==> src/bcl_pkg.sv <==
/*
  Package for the indirect conditional branch unit: field layouts of the
  branch-options field, condition-register field offsets, shorthand option codes.
  Assumes a 32-bit big-endian-numbered instruction word as delivered by decode.
*/
package bcl_pkg;

  // ----------------------------------------------------------------
  // Widths
  // ----------------------------------------------------------------
  localparam int unsigned XLEN         = 32;
  localparam int unsigned OPT_W        = 5;
  localparam int unsigned SEL_W        = 5;
  localparam int unsigned TGT_LOW_ZERO = 2;

  // ----------------------------------------------------------------
  // Branch-options bit positions, numbered MSB-first as 0..4
  // ----------------------------------------------------------------
  localparam int unsigned OPT_COND_IGN = 0;
  localparam int unsigned OPT_COND_VAL = 1;
  localparam int unsigned OPT_CNT_IGN  = 2;
  localparam int unsigned OPT_CNT_ZERO = 3;

  // ----------------------------------------------------------------
  // Shorthand option codes
  // ----------------------------------------------------------------
  localparam logic [4:0] OPT_DNZ_F  = 5'h00;
  localparam logic [4:0] OPT_DZ_F   = 5'h02;
  localparam logic [4:0] OPT_F      = 5'h04;
  localparam logic [4:0] OPT_DNZ_T  = 5'h08;
  localparam logic [4:0] OPT_DZ_T   = 5'h0A;
  localparam logic [4:0] OPT_T      = 5'h0C;
  localparam logic [4:0] OPT_DNZ    = 5'h10;
  localparam logic [4:0] OPT_DZ     = 5'h12;
  localparam logic [4:0] OPT_ALWAYS = 5'h14;

  // ----------------------------------------------------------------
  // Condition-register field offsets
  // ----------------------------------------------------------------
  localparam logic [1:0] CRF_LT = 2'h0;
  localparam logic [1:0] CRF_GT = 2'h1;
  localparam logic [1:0] CRF_EQ = 2'h2;
  localparam logic [1:0] CRF_SO = 2'h3;

  localparam logic [31:0] INSTR_STEP = 32'h0000_0004;
  localparam logic [31:0] CNT_STEP   = 32'h0000_0001;
  localparam logic [31:0] ZERO_WORD  = 32'h0000_0000;

  // Which register supplies the target.
  typedef enum logic [1:0] {
    BCL_TGT_COUNT = 2'b01,
    BCL_TGT_LINK  = 2'b10
  } bcl_tgt_t;

  // Options bit n counted from the MSB, as the field is written.
  function automatic logic opt_bit(input logic [4:0] opt, input int unsigned n);
    return opt[4 - n];
  endfunction

  // Condition index from a field number and an offset within it.
  function automatic logic [4:0] crf_index(input logic [2:0] field, input logic [1:0] ofs);
    return {field, ofs};
  endfunction

endpackage

==> src/bcl_cond_eval.sv <==
/*
  Combinational branch-condition evaluator: decrement, count test,
  condition-bit test. Assumes operands are stable in the cycle they are used.
*/
`timescale 1ns/1ps
module bcl_cond_eval
  import bcl_pkg::*;
(
  // Operands
  input  wire logic [4:0]  i_opt,
  input  wire logic [4:0]  i_sel,
  input  wire logic [31:0] i_count,
  input  wire logic [31:0] i_cond,
  // Results
  output logic [31:0]      o_count_next,
  output logic             o_count_write,
  output logic             o_taken
);

  logic cnt_ign;
  logic cond_bit;
  logic cnt_ok;
  logic cond_ok;

  assign cnt_ign       = opt_bit(i_opt, OPT_CNT_IGN);
  assign o_count_write = ~cnt_ign;
  assign o_count_next  = cnt_ign ? i_count : i_count - CNT_STEP;
  // Bit 0 of the condition register is its MSB.
  assign cond_bit      = i_cond[5'd31 - i_sel];
  assign cnt_ok        = cnt_ign | ((o_count_next == ZERO_WORD) == opt_bit(i_opt, OPT_CNT_ZERO));
  assign cond_ok       = opt_bit(i_opt, OPT_COND_IGN) | (cond_bit == opt_bit(i_opt, OPT_COND_VAL));
  assign o_taken       = cnt_ok & cond_ok;

endmodule // bcl_cond_eval

==> src/bcl_branch_unit.sv <==
/*
  Execute stage for branch-to-count and branch-to-link. One instruction is
  accepted per cycle on i_valid; results appear registered one cycle later.
  Assumes the pipeline presents the architectural count, link and condition
  registers current for the instruction, and writes back the o_*_we results.
*/
// Notes on behaviour
// - Options bit 2 clear decrements count register; set leaves it unchanged.
// - Count test passes if bit 2 set or zero-after-decrement equals bit 3.
// - Condition test passes if bit 0 set or chosen bit equals bit 1.
// - Condition-select field picks the single tested condition-register bit.
// - Count-branch target is next count value (decremented if bit 2 clear) upper 30 bits plus two zeros.
// - Link-branch target is link register upper 30 bits plus two zeros.
// - Not taken gives next address equal current address plus 4.
// - Link flag set writes current address plus 4 to link register always.
// - Count-branch with decrement still executes, targeting decremented count.
// - Options 20, index 0 on count-branch: always taken, no decrement.
// - Options 20, index 0 on link-branch: always taken to link target.
// - Options 12 branches when chosen bit is 1, count untouched.
// - Options 4 branches when chosen bit is 0, count untouched.
// - Options 16 decrements, branches when result is nonzero.
// - Options 18 decrements, branches when result is zero.
// - Options 0 and 8 decrement, branch on nonzero and bit 0 or 1.
// - Options 2 and 10 decrement, branch on zero and bit 0 or 1.
// - Field offsets: less, greater, equal, overflow; index is 4*field+offset.
`timescale 1ns/1ps
module bcl_branch_unit
  import bcl_pkg::*;
(
  // Clock and reset
  input  wire logic        i_clk_sys,
  input  wire logic        i_srst,
  // Instruction issue
  input  wire logic        i_valid,
  input  wire logic        i_to_link,
  input  wire logic [4:0]  i_opt,
  input  wire logic [4:0]  i_sel,
  input  wire logic        i_link_flag,
  input  wire logic [31:0] i_cur_addr,
  // Architectural state
  input  wire logic [31:0] i_count_reg,
  input  wire logic [31:0] i_link_reg,
  input  wire logic [31:0] i_cond_reg,
  // Results
  output logic             o_done,
  output logic             o_taken,
  output logic [31:0]      o_next_addr,
  output logic             o_count_we,
  output logic [31:0]      o_count_reg,
  output logic             o_link_we,
  output logic [31:0]      o_link_reg
);

  // ----------------------------------------------------------------
  // Condition evaluation
  // ----------------------------------------------------------------
  logic [31:0] count_next;
  logic        count_write;
  logic        taken;

  bcl_cond_eval u_eval (
    .i_opt         (i_opt),
    .i_sel         (i_sel),
    .i_count       (i_count_reg),
    .i_cond        (i_cond_reg),
    .o_count_next  (count_next),
    .o_count_write (count_write),
    .o_taken       (taken)
  );

  // ----------------------------------------------------------------
  // Address formation
  // ----------------------------------------------------------------
  bcl_tgt_t    tgt_src;
  logic [31:0] tgt_base;
  logic [31:0] tgt_addr;
  logic [31:0] fall_addr;

  assign tgt_src   = i_to_link ? BCL_TGT_LINK : BCL_TGT_COUNT;
  // The link value is the input, not the pending write, so a linking
  // return reaches its old target.
  assign tgt_base  = (tgt_src == BCL_TGT_LINK) ? i_link_reg : count_next;
  assign tgt_addr  = {tgt_base[31:TGT_LOW_ZERO], {TGT_LOW_ZERO{1'b0}}};
  assign fall_addr = i_cur_addr + INSTR_STEP;

  // ----------------------------------------------------------------
  // Result registers
  // ----------------------------------------------------------------
  logic        done_d, taken_d, cwe_d, lwe_d;
  logic [31:0] next_d, cnt_d, lnk_d;

  assign done_d  = i_valid;
  assign taken_d = i_valid & taken;
  assign next_d  = taken ? tgt_addr : fall_addr;
  assign cwe_d   = i_valid & count_write;
  assign cnt_d   = count_next;
  assign lwe_d   = i_valid & i_link_flag;
  assign lnk_d   = fall_addr;

  always_ff @(posedge i_clk_sys) begin
    if (i_srst) begin
      o_done      <= 1'b0;
      o_taken     <= 1'b0;
      o_next_addr <= ZERO_WORD;
      o_count_we  <= 1'b0;
      o_count_reg <= ZERO_WORD;
      o_link_we   <= 1'b0;
      o_link_reg  <= ZERO_WORD;
    end else begin
      o_done      <= done_d;
      o_taken     <= taken_d;
      o_count_we  <= cwe_d;
      o_link_we   <= lwe_d;
      if (i_valid) begin
        o_next_addr <= next_d;
        o_count_reg <= cnt_d;
        o_link_reg  <= lnk_d;
      end
    end
  end
endmodule // bcl_branch_unit

==> config.mk <==
export PLATFORM = sky130hd
export DESIGN_NAME = bcl_branch_unit
export DESIGN_NICKNAME = d
export VERILOG_FILES = /design/src/bcl_pkg.sv /design/src/bcl_cond_eval.sv /design/src/bcl_branch_unit.sv
export SDC_FILE = /design/constraint.sdc
export NUM_CORES = 1
export LEC_CHECK = 0
export BUFFER_PORTS_ARGS = -buffer_cell sky130_fd_sc_hd__buf_4
export CORE_MARGIN = 5
export CORE_UTILIZATION = 26
export DETAILED_ROUTE_END_ITERATION = 6
export GPL_ROUTABILITY_DRIVEN = 0
export GPL_TIMING_DRIVEN = 0
export HOLD_SLACK_MARGIN = 0.03
export PLACE_DENSITY = 0.52
export SYNTH_ARGS = -nofsm -noshare
export SYNTH_HDL_FRONTEND = slang
export SYNTH_SLANG_ARGS = --single-unit
==> constraint.sdc <==
create_clock -name i_clk_sys -period 7.2 [get_ports i_clk_sys]
set_input_delay 0.72 -clock i_clk_sys [delete_from_list [all_inputs] [get_ports i_clk_sys]]
set_output_delay 0.72 -clock i_clk_sys [all_outputs]
set_load 0.02 [all_outputs]
==> results.toml, run 1 <==
[placed_design]
place_hpwl_um = 21600
post_dp_cell_area_sq_mm = 0.00789
dp_cells = 1229
portBuffers = 233

[worst_setup_path]
critical_path.cell_chain = "buf_4, inv_1, ha_1, nor3b_1, nand3_2, o41ai_1, nand4_1, or4_1, o31a_1, o21a_1, buf_2, nor4b_1, nor4_1"
crit_path_end_kind = "register"
crit_type = "in2reg"
cp-start-kind = "input port"
critPathMaxFanout = 10
rr_worst_depth = 2
rrSetupSlack_ns = 6.33
r2r-start = "o_next_addr[26]"
max_stage_delay_ns = 0.59
arrival_ns = 4.60
slowest_stage = "nor3b_1"
r2r-end = "o_next_addr[26]"
cp.required_ns = 7.42

[logic_synthesis]
ys_ff_latch = 100
ys_warn_count = 0
synth_top_area_share_pct = 34.6
synth_edf_count = 0
ys_async_sr_fraction_pct = 0
synth_cells = 716
yosysMostFrequentCell = "nor2_1"
yosys.area.top_type = "dfxtp_1"
yosys-top-cells-count = "nor2_1, dfxtp_1, nand2_1"
synthDistinctLibCells = 54
synth.net_count = 861
yosys_most_used_dff = "dfxtp_1"
postSynthAreaPerCell_sq_um = 8.08
syn_area_sq_mm = 0.00579
synth-seq-area-share_pct = 34.6
synth_area_leaders = "dfxtp_1, nor2_1, xor2_1, mux4_2, nor4_1"

[clock_tree]
h-tree-depth = 3
cts-root-buf = "clkbuf_16"
cts_tree = "done"
post-cts-setup-buffers = 0
cts_num_sinks = 100
hold_buffers = 0
insertion_delay_ns = 0.36
cts_resized = 0
path_clk_slew_ns = 0.07
clockBufferDepth = 2
cts_buffers = 9

[die]
std_cell_rows = 54
ios = 243
dieArea_sq_mm = 0.0253
start_util_pct = 26.4
core_area_sq_mm = 0.0219
die_w_um = 159
die_y_um = 159

[layout]
final_net_count = 1105
fill_cells = 2356
multi_input_area_sq_mm = 0.00351
area.growth.synth_to_final_pct = 41.7
diodes = 0
final_cells = 1245
regArea_sq_mm = 0.00200
fin_area_sq_mm = 0.00820
drive_gt1_share_pct = 30.4
final_core_util_pct = 37.4

[timing]
setup_viol = 0
fmax_mhz = 228
relSlewSlack_pct = 50.5
min_period_ns = 4.38
maxSlewViolCount = 0
tns_ns = 0
min_period_over_period_pct = 60.9
final.setup_skew_ns = 0
finalHoldViolCount = 0
max_slew.worst_pin.slew_ns = 0.742
rsz0062_at_grt = "no"

[power_and_ir_drop]
irDropWorstVdd_mv = 0.0963
powerDensity_mw_per_mm2 = 191
total_power_mw = 1.57
p_leak_nw = 3.34

[min_path]
whs_path_depth = 2
hold_class = "reg2reg"
min-delay-start = "o_count_reg[16]"
worstHoldEndpoint = "o_count_reg[16]"

[job]
maxCapViolCount = 0

[global_route]
grt_pass1_vias = 6426
grt.total_usage_pct = 19.6
antenna_found_initial = 0
grt_start_max_net_pins = 17
grt.overflow.total = 0
grt_pass1_wl_um = 38800

[drt]
num_vias = 6188
drt-total-wl_um = 25600
antenna_left = 0
wl_per_cell_um = 20.6
firstDrtPassIters = 5
drt_iter0_drc = 354
via_per_inst = 4.97
drc = 0

[outcome]
status = "completed"
worst max path at each step:
stage	startpoint	to	slack, ns	cells after the start
5_1_grt	i_count_reg[0]	o_next_addr[5]	2.59	13
2_1_floorplan	i_count_reg[0]	o_next_addr[31]	3.49	12
3_3_place_gp	i_count_reg[0]	o_next_addr[5]	2.47	13
4_1_cts	i_count_reg[0]	o_next_addr[5]	2.86	13
6_report	i_count_reg[0]	o_next_addr[5]	2.82	13
3_5_place_dp	i_count_reg[0]	o_next_addr[5]	2.52	13
area by class of cell:
type	count	share of cell area, %
plain buffers	53	2.63
clock buffers	11	3.08
clock inverters	5	0.702
inverters	16	0.733
multi-input cells	547	42.8
flip-flops and latches	100	24.4
well taps	280	4.27
repair buffers	233	21.3
cell usage in the layout, fill, tap and decap left out, drive strengths merged, types with 14 or more instances in the layout:
cell type	instances
o21ai	41
xnor2	18
a21oi	40
nand4	17
xor2	30
nor4	36
nand2	53
buf	244
nand3	16
nand2b	14
inv	18
nor2	116
mux2i	19
clkbuf	53
dfxtp	100
nor3	23
a211oi	19
a2111oi	18
worst max-delay path: cells and delay by family:
family,cells,cell delay [ns]
buffers and inverters,3,0.37
adder cells (fa/ha/maj),1,0.21
AND/OR/NAND/NOR,6,2.28
AO/OA/AOI/OAI,3,1.02
layer usage:
| layer | vias to the layer above | wire (um) | GRT usage (%) |
|---|---|---|---|
| met5 | - | 0 | 0 |
| met4 | 0 | 308 | 4.34 |
| met3 | 17 | 1950 | 5.00 |
| met2 | 251 | 12200 | 33.6 |
| met1 | 2853 | 11200 | 25.0 |
| li1 | 3067 | - | - |
through the flow:
stage / hold slack, ns / setup WS, ns
6_report: 0.476 / 2.82
3_5_place_dp: 0.463 / 2.52
4_1_cts: 0.474 / 2.86
2_1_floorplan: 0.544 / 3.49
5_1_grt: 0.492 / 2.59
3_3_place_gp: 0.458 / 2.47
power breakdown:
part	internal, mW	switching (mW)
combinational	0.180	0.245
sequential	0.596	0.0238
clock	0.290	0.232
kinds of logic after synthesis:
family,count (synthesis),synth area share (%)
XOR/XNOR,48,7.27
flip-flops,100,34.6
AND/OR/NAND/NOR,326,28.7
buffers and inverters,69,4.76
adder cells (fa/ha/maj),2,0.432
multiplexers,33,7.96
AO/OA/AOI/OAI,138,16.3
Note: power is estimated with default switching activity, not from simulation.
==> run 2: changes to the inputs <==
ABC_AREA = 1   (was unset)
clock period = 3.6 ns   (was 7.2 ns; I/O delays follow)
==> results.toml, run 2 <==
[outcome]
status = "completed"

[layout]
final_cells = 1609
diodes = 0
area.growth.synth_to_final_pct = 38.6
final_common_cell = "nand2_1"
final_cell_mix = "nand2_1, buf_4, inv_1"
drive_gt1_share_pct = 23.0
final_net_count = 1428
fin_area_sq_mm = 0.00890

[timing]
tns_ns = 0
worst_slack_ns = 0.894
maxSlewViolCount = 0
finalHoldViolCount = 0
min_period_over_period_pct = 75.2
fmax_mhz = 370
setup_viol = 0
final.setup_skew_ns = 0
relSlewSlack_pct = 53.0
max_slew.worst_pin.slew_ns = 0.705
rsz0062_at_grt = "no"
min_period_ns = 2.71

[drt]
via_per_inst = 4.67
antenna_left = 0
dr_wl_met2_um = 12800
m1WireLength_um = 12900
route.met3.wl_um = 1870
wl_per_cell_um = 17.5
firstDrtPassIters = 7
drt-total-wl_um = 28200
top_layer_used = "met5"
drt_iter0_drc = 559
drc = 0
num_vias = 7512

[logic_synthesis]
synth_compound_area_share_pct = 15.3
syn_area_sq_mm = 0.00642
synthDistinctLibCells = 39
yosys.area.top_type = "dfxtp_1"
synth_area_leaders = "dfxtp_1, nand2_1, nand3_1, inv_1, nor2_1"
yosys-top-cells-count = "nand2_1, inv_1, nor2_1"
postSynthAreaPerCell_sq_um = 6.22
synth_edf_count = 0
yosys_most_used_dff = "dfxtp_1"
synth_cells = 1033
yosys.area_share.adder_pct = 0.390
ys_ff_latch = 100
synthSimpleGateAreaFrac_pct = 36.8
synth-seq-area-share_pct = 31.2
yosys.area_share.xor_xnor_pct = 4.07
synth_top_area_share_pct = 31.2
synth.net_count = 1178
ys_warn_count = 0
yosysMostFrequentCell = "nand2_1"
synth_top_family_by_area = "simple AND/OR/NAND/NOR gates"
ys_async_sr_fraction_pct = 0
muxShareOfSynthArea_pct = 0.156

[min_path]
whs_path_depth = 2
hold_class = "in2reg"
min-delay-start = "i_srst"
worstHoldEndpoint = "o_done"

[placed_design]
place_hpwl_um = 23400
portBuffers = 239
post_dp_cell_area_sq_mm = 0.00862
dp_cells = 1596
dp_slack_ns = 0.532

[worst_setup_path]
crit_path_frequent_cell = "nor2_1"
r2r-start = "o_count_reg[14]"
rr_worst_depth = 4
worst-path-buf-inv = 3
crit_type = "in2reg"
max_stage_delay_ns = 0.36
cp.required_ns = 3.82
cp-start-kind = "input port"
r2r-end = "o_count_reg[14]"
critical_path.cell_chain = "buf_4, inv_1, ha_1, nand3_4, nor2_8, nor2_1, nor2_1, nand3_1, nor2_1, nand2_1, nor2_1, nand3_1, nand2_1, nand3_2, nand2_2, buf_4, nand2_1, nand3_1, a21oi_1"
rrSetupSlack_ns = 2.84
critPathMaxFanout = 10
cp_top_family = "simple AND/OR/NAND/NOR gates"
slowest_stage = "nor2_1"
crit_path_end_kind = "register"
arrival_ns = 2.92

[die]
die_w_um = 167
ios = 243
dieArea_sq_mm = 0.0279
std_cell_rows = 57
core_area_sq_mm = 0.0243
die_y_um = 167
start_util_pct = 26.4

[clock_tree]
clockBufferDepth = 2
post-cts-setup-buffers = 0
cts_num_sinks = 100
hold_buffers = 0
path_clk_slew_ns = 0.07
cts_buffers = 9
insertion_delay_ns = 0.35
cts_resized = 0
h-tree-depth = 3
cts_tree = "done"
cts-root-buf = "clkbuf_16"

[power_and_ir_drop]
switching_share_pct = 32.6
clkPwrFrac_pct = 31.8
p_leak_nw = 4.54
p_sw_mw = 1.00
p_int_mw = 2.07
comb_power_share_pct = 27.8
powerDensity_mw_per_mm2 = 346
irDropWorstVdd_mv = 0.196
seqPwrFrac_pct = 40.4

[global_route]
grt_pass1_wl_um = 42700
grt.total_usage_pct = 19.6
grt_start_max_net_pins = 15
antenna_found_initial = 1
grt.overflow.total = 0
grt_pass1_vias = 7427

[job]
maxCapViolCount = 0
==> run 2: through the flow <==
step	power [mW]	utilization, %	hold WS (ns)
floorplan	1.69	-	0.432
global placement	2.12	35.5	0.453
detailed placement	2.12	35.5	0.459
CTS	3.11	36.6	0.207
global route	3.23	36.6	0.219
finish	3.08	36.6	0.215
==> run 2: kinds of logic (layout without fill, tap and decap cells) <==
family | Yosys count | after routing
buffers and inverters | 201 | 453
and+or+nand+nor | 533 | 533
xor gates and xnor gates | 29 | 29
DFF | 100 | 100
muxes | 1 | 1
adders and majority gates | 2 | 2
AOI/OAI and AO/OA | 167 | 167
==> run 2: worst max-delay path by stage <==
stage                         from               to  slack [ns]  cells past startpoint
floorplan           i_count_reg[0]  o_next_addr[18]        1.34                     20
global placement    i_count_reg[0]   o_next_addr[7]        0.56                     19
detailed placement  i_count_reg[0]   o_next_addr[7]        0.53                     19
CTS                 i_count_reg[0]   o_next_addr[7]        0.89                     19
global route        i_count_reg[0]  o_next_addr[31]        0.60                     19
finish              i_count_reg[0]   o_next_addr[7]        0.89                     19
==> run 2: layer usage <==
layer	up-vias	global-route usage (%)
met5	-	0
met1	3408	26.1
met3	35	5.12
li1	3830	-
met4	2	4.76
met2	237	31.7
==> run 2: power by group through the flow <==
| stage | registers, mW | clock network (mW) | logic, mW |
|---|---|---|---|
| finish | 1.24 | 0.979 | 0.855 |
| global route | 1.25 | 1.04 | 0.942 |
| CTS | 1.24 | 1.00 | 0.862 |
| detailed placement | 1.26 | 0 | 0.859 |
| global placement | 1.27 | 0 | 0.854 |
| floorplan | 1.35 | 0 | 0.340 |
==> run 2: cell type report <==
cell class,instances,area [sq um]
Fill cell,2694,15400
Multi-Input combinational cell,732,3640
Sequential cell,100,2000
Timing Repair Buffer,239,1790
Inverter,154,581
Tap cell,324,405
Clock buffer,10,239
Buffer,47,199
Clock inverter,3,40.0
==> run 2: worst reg2reg max path: stages, from the launching register on <==
cell and delay, ns:
dfxtp_1 0.39, nor2_1 0.05, nor2_1 0.09, o21ai_0 0.09, inv_1 0.08
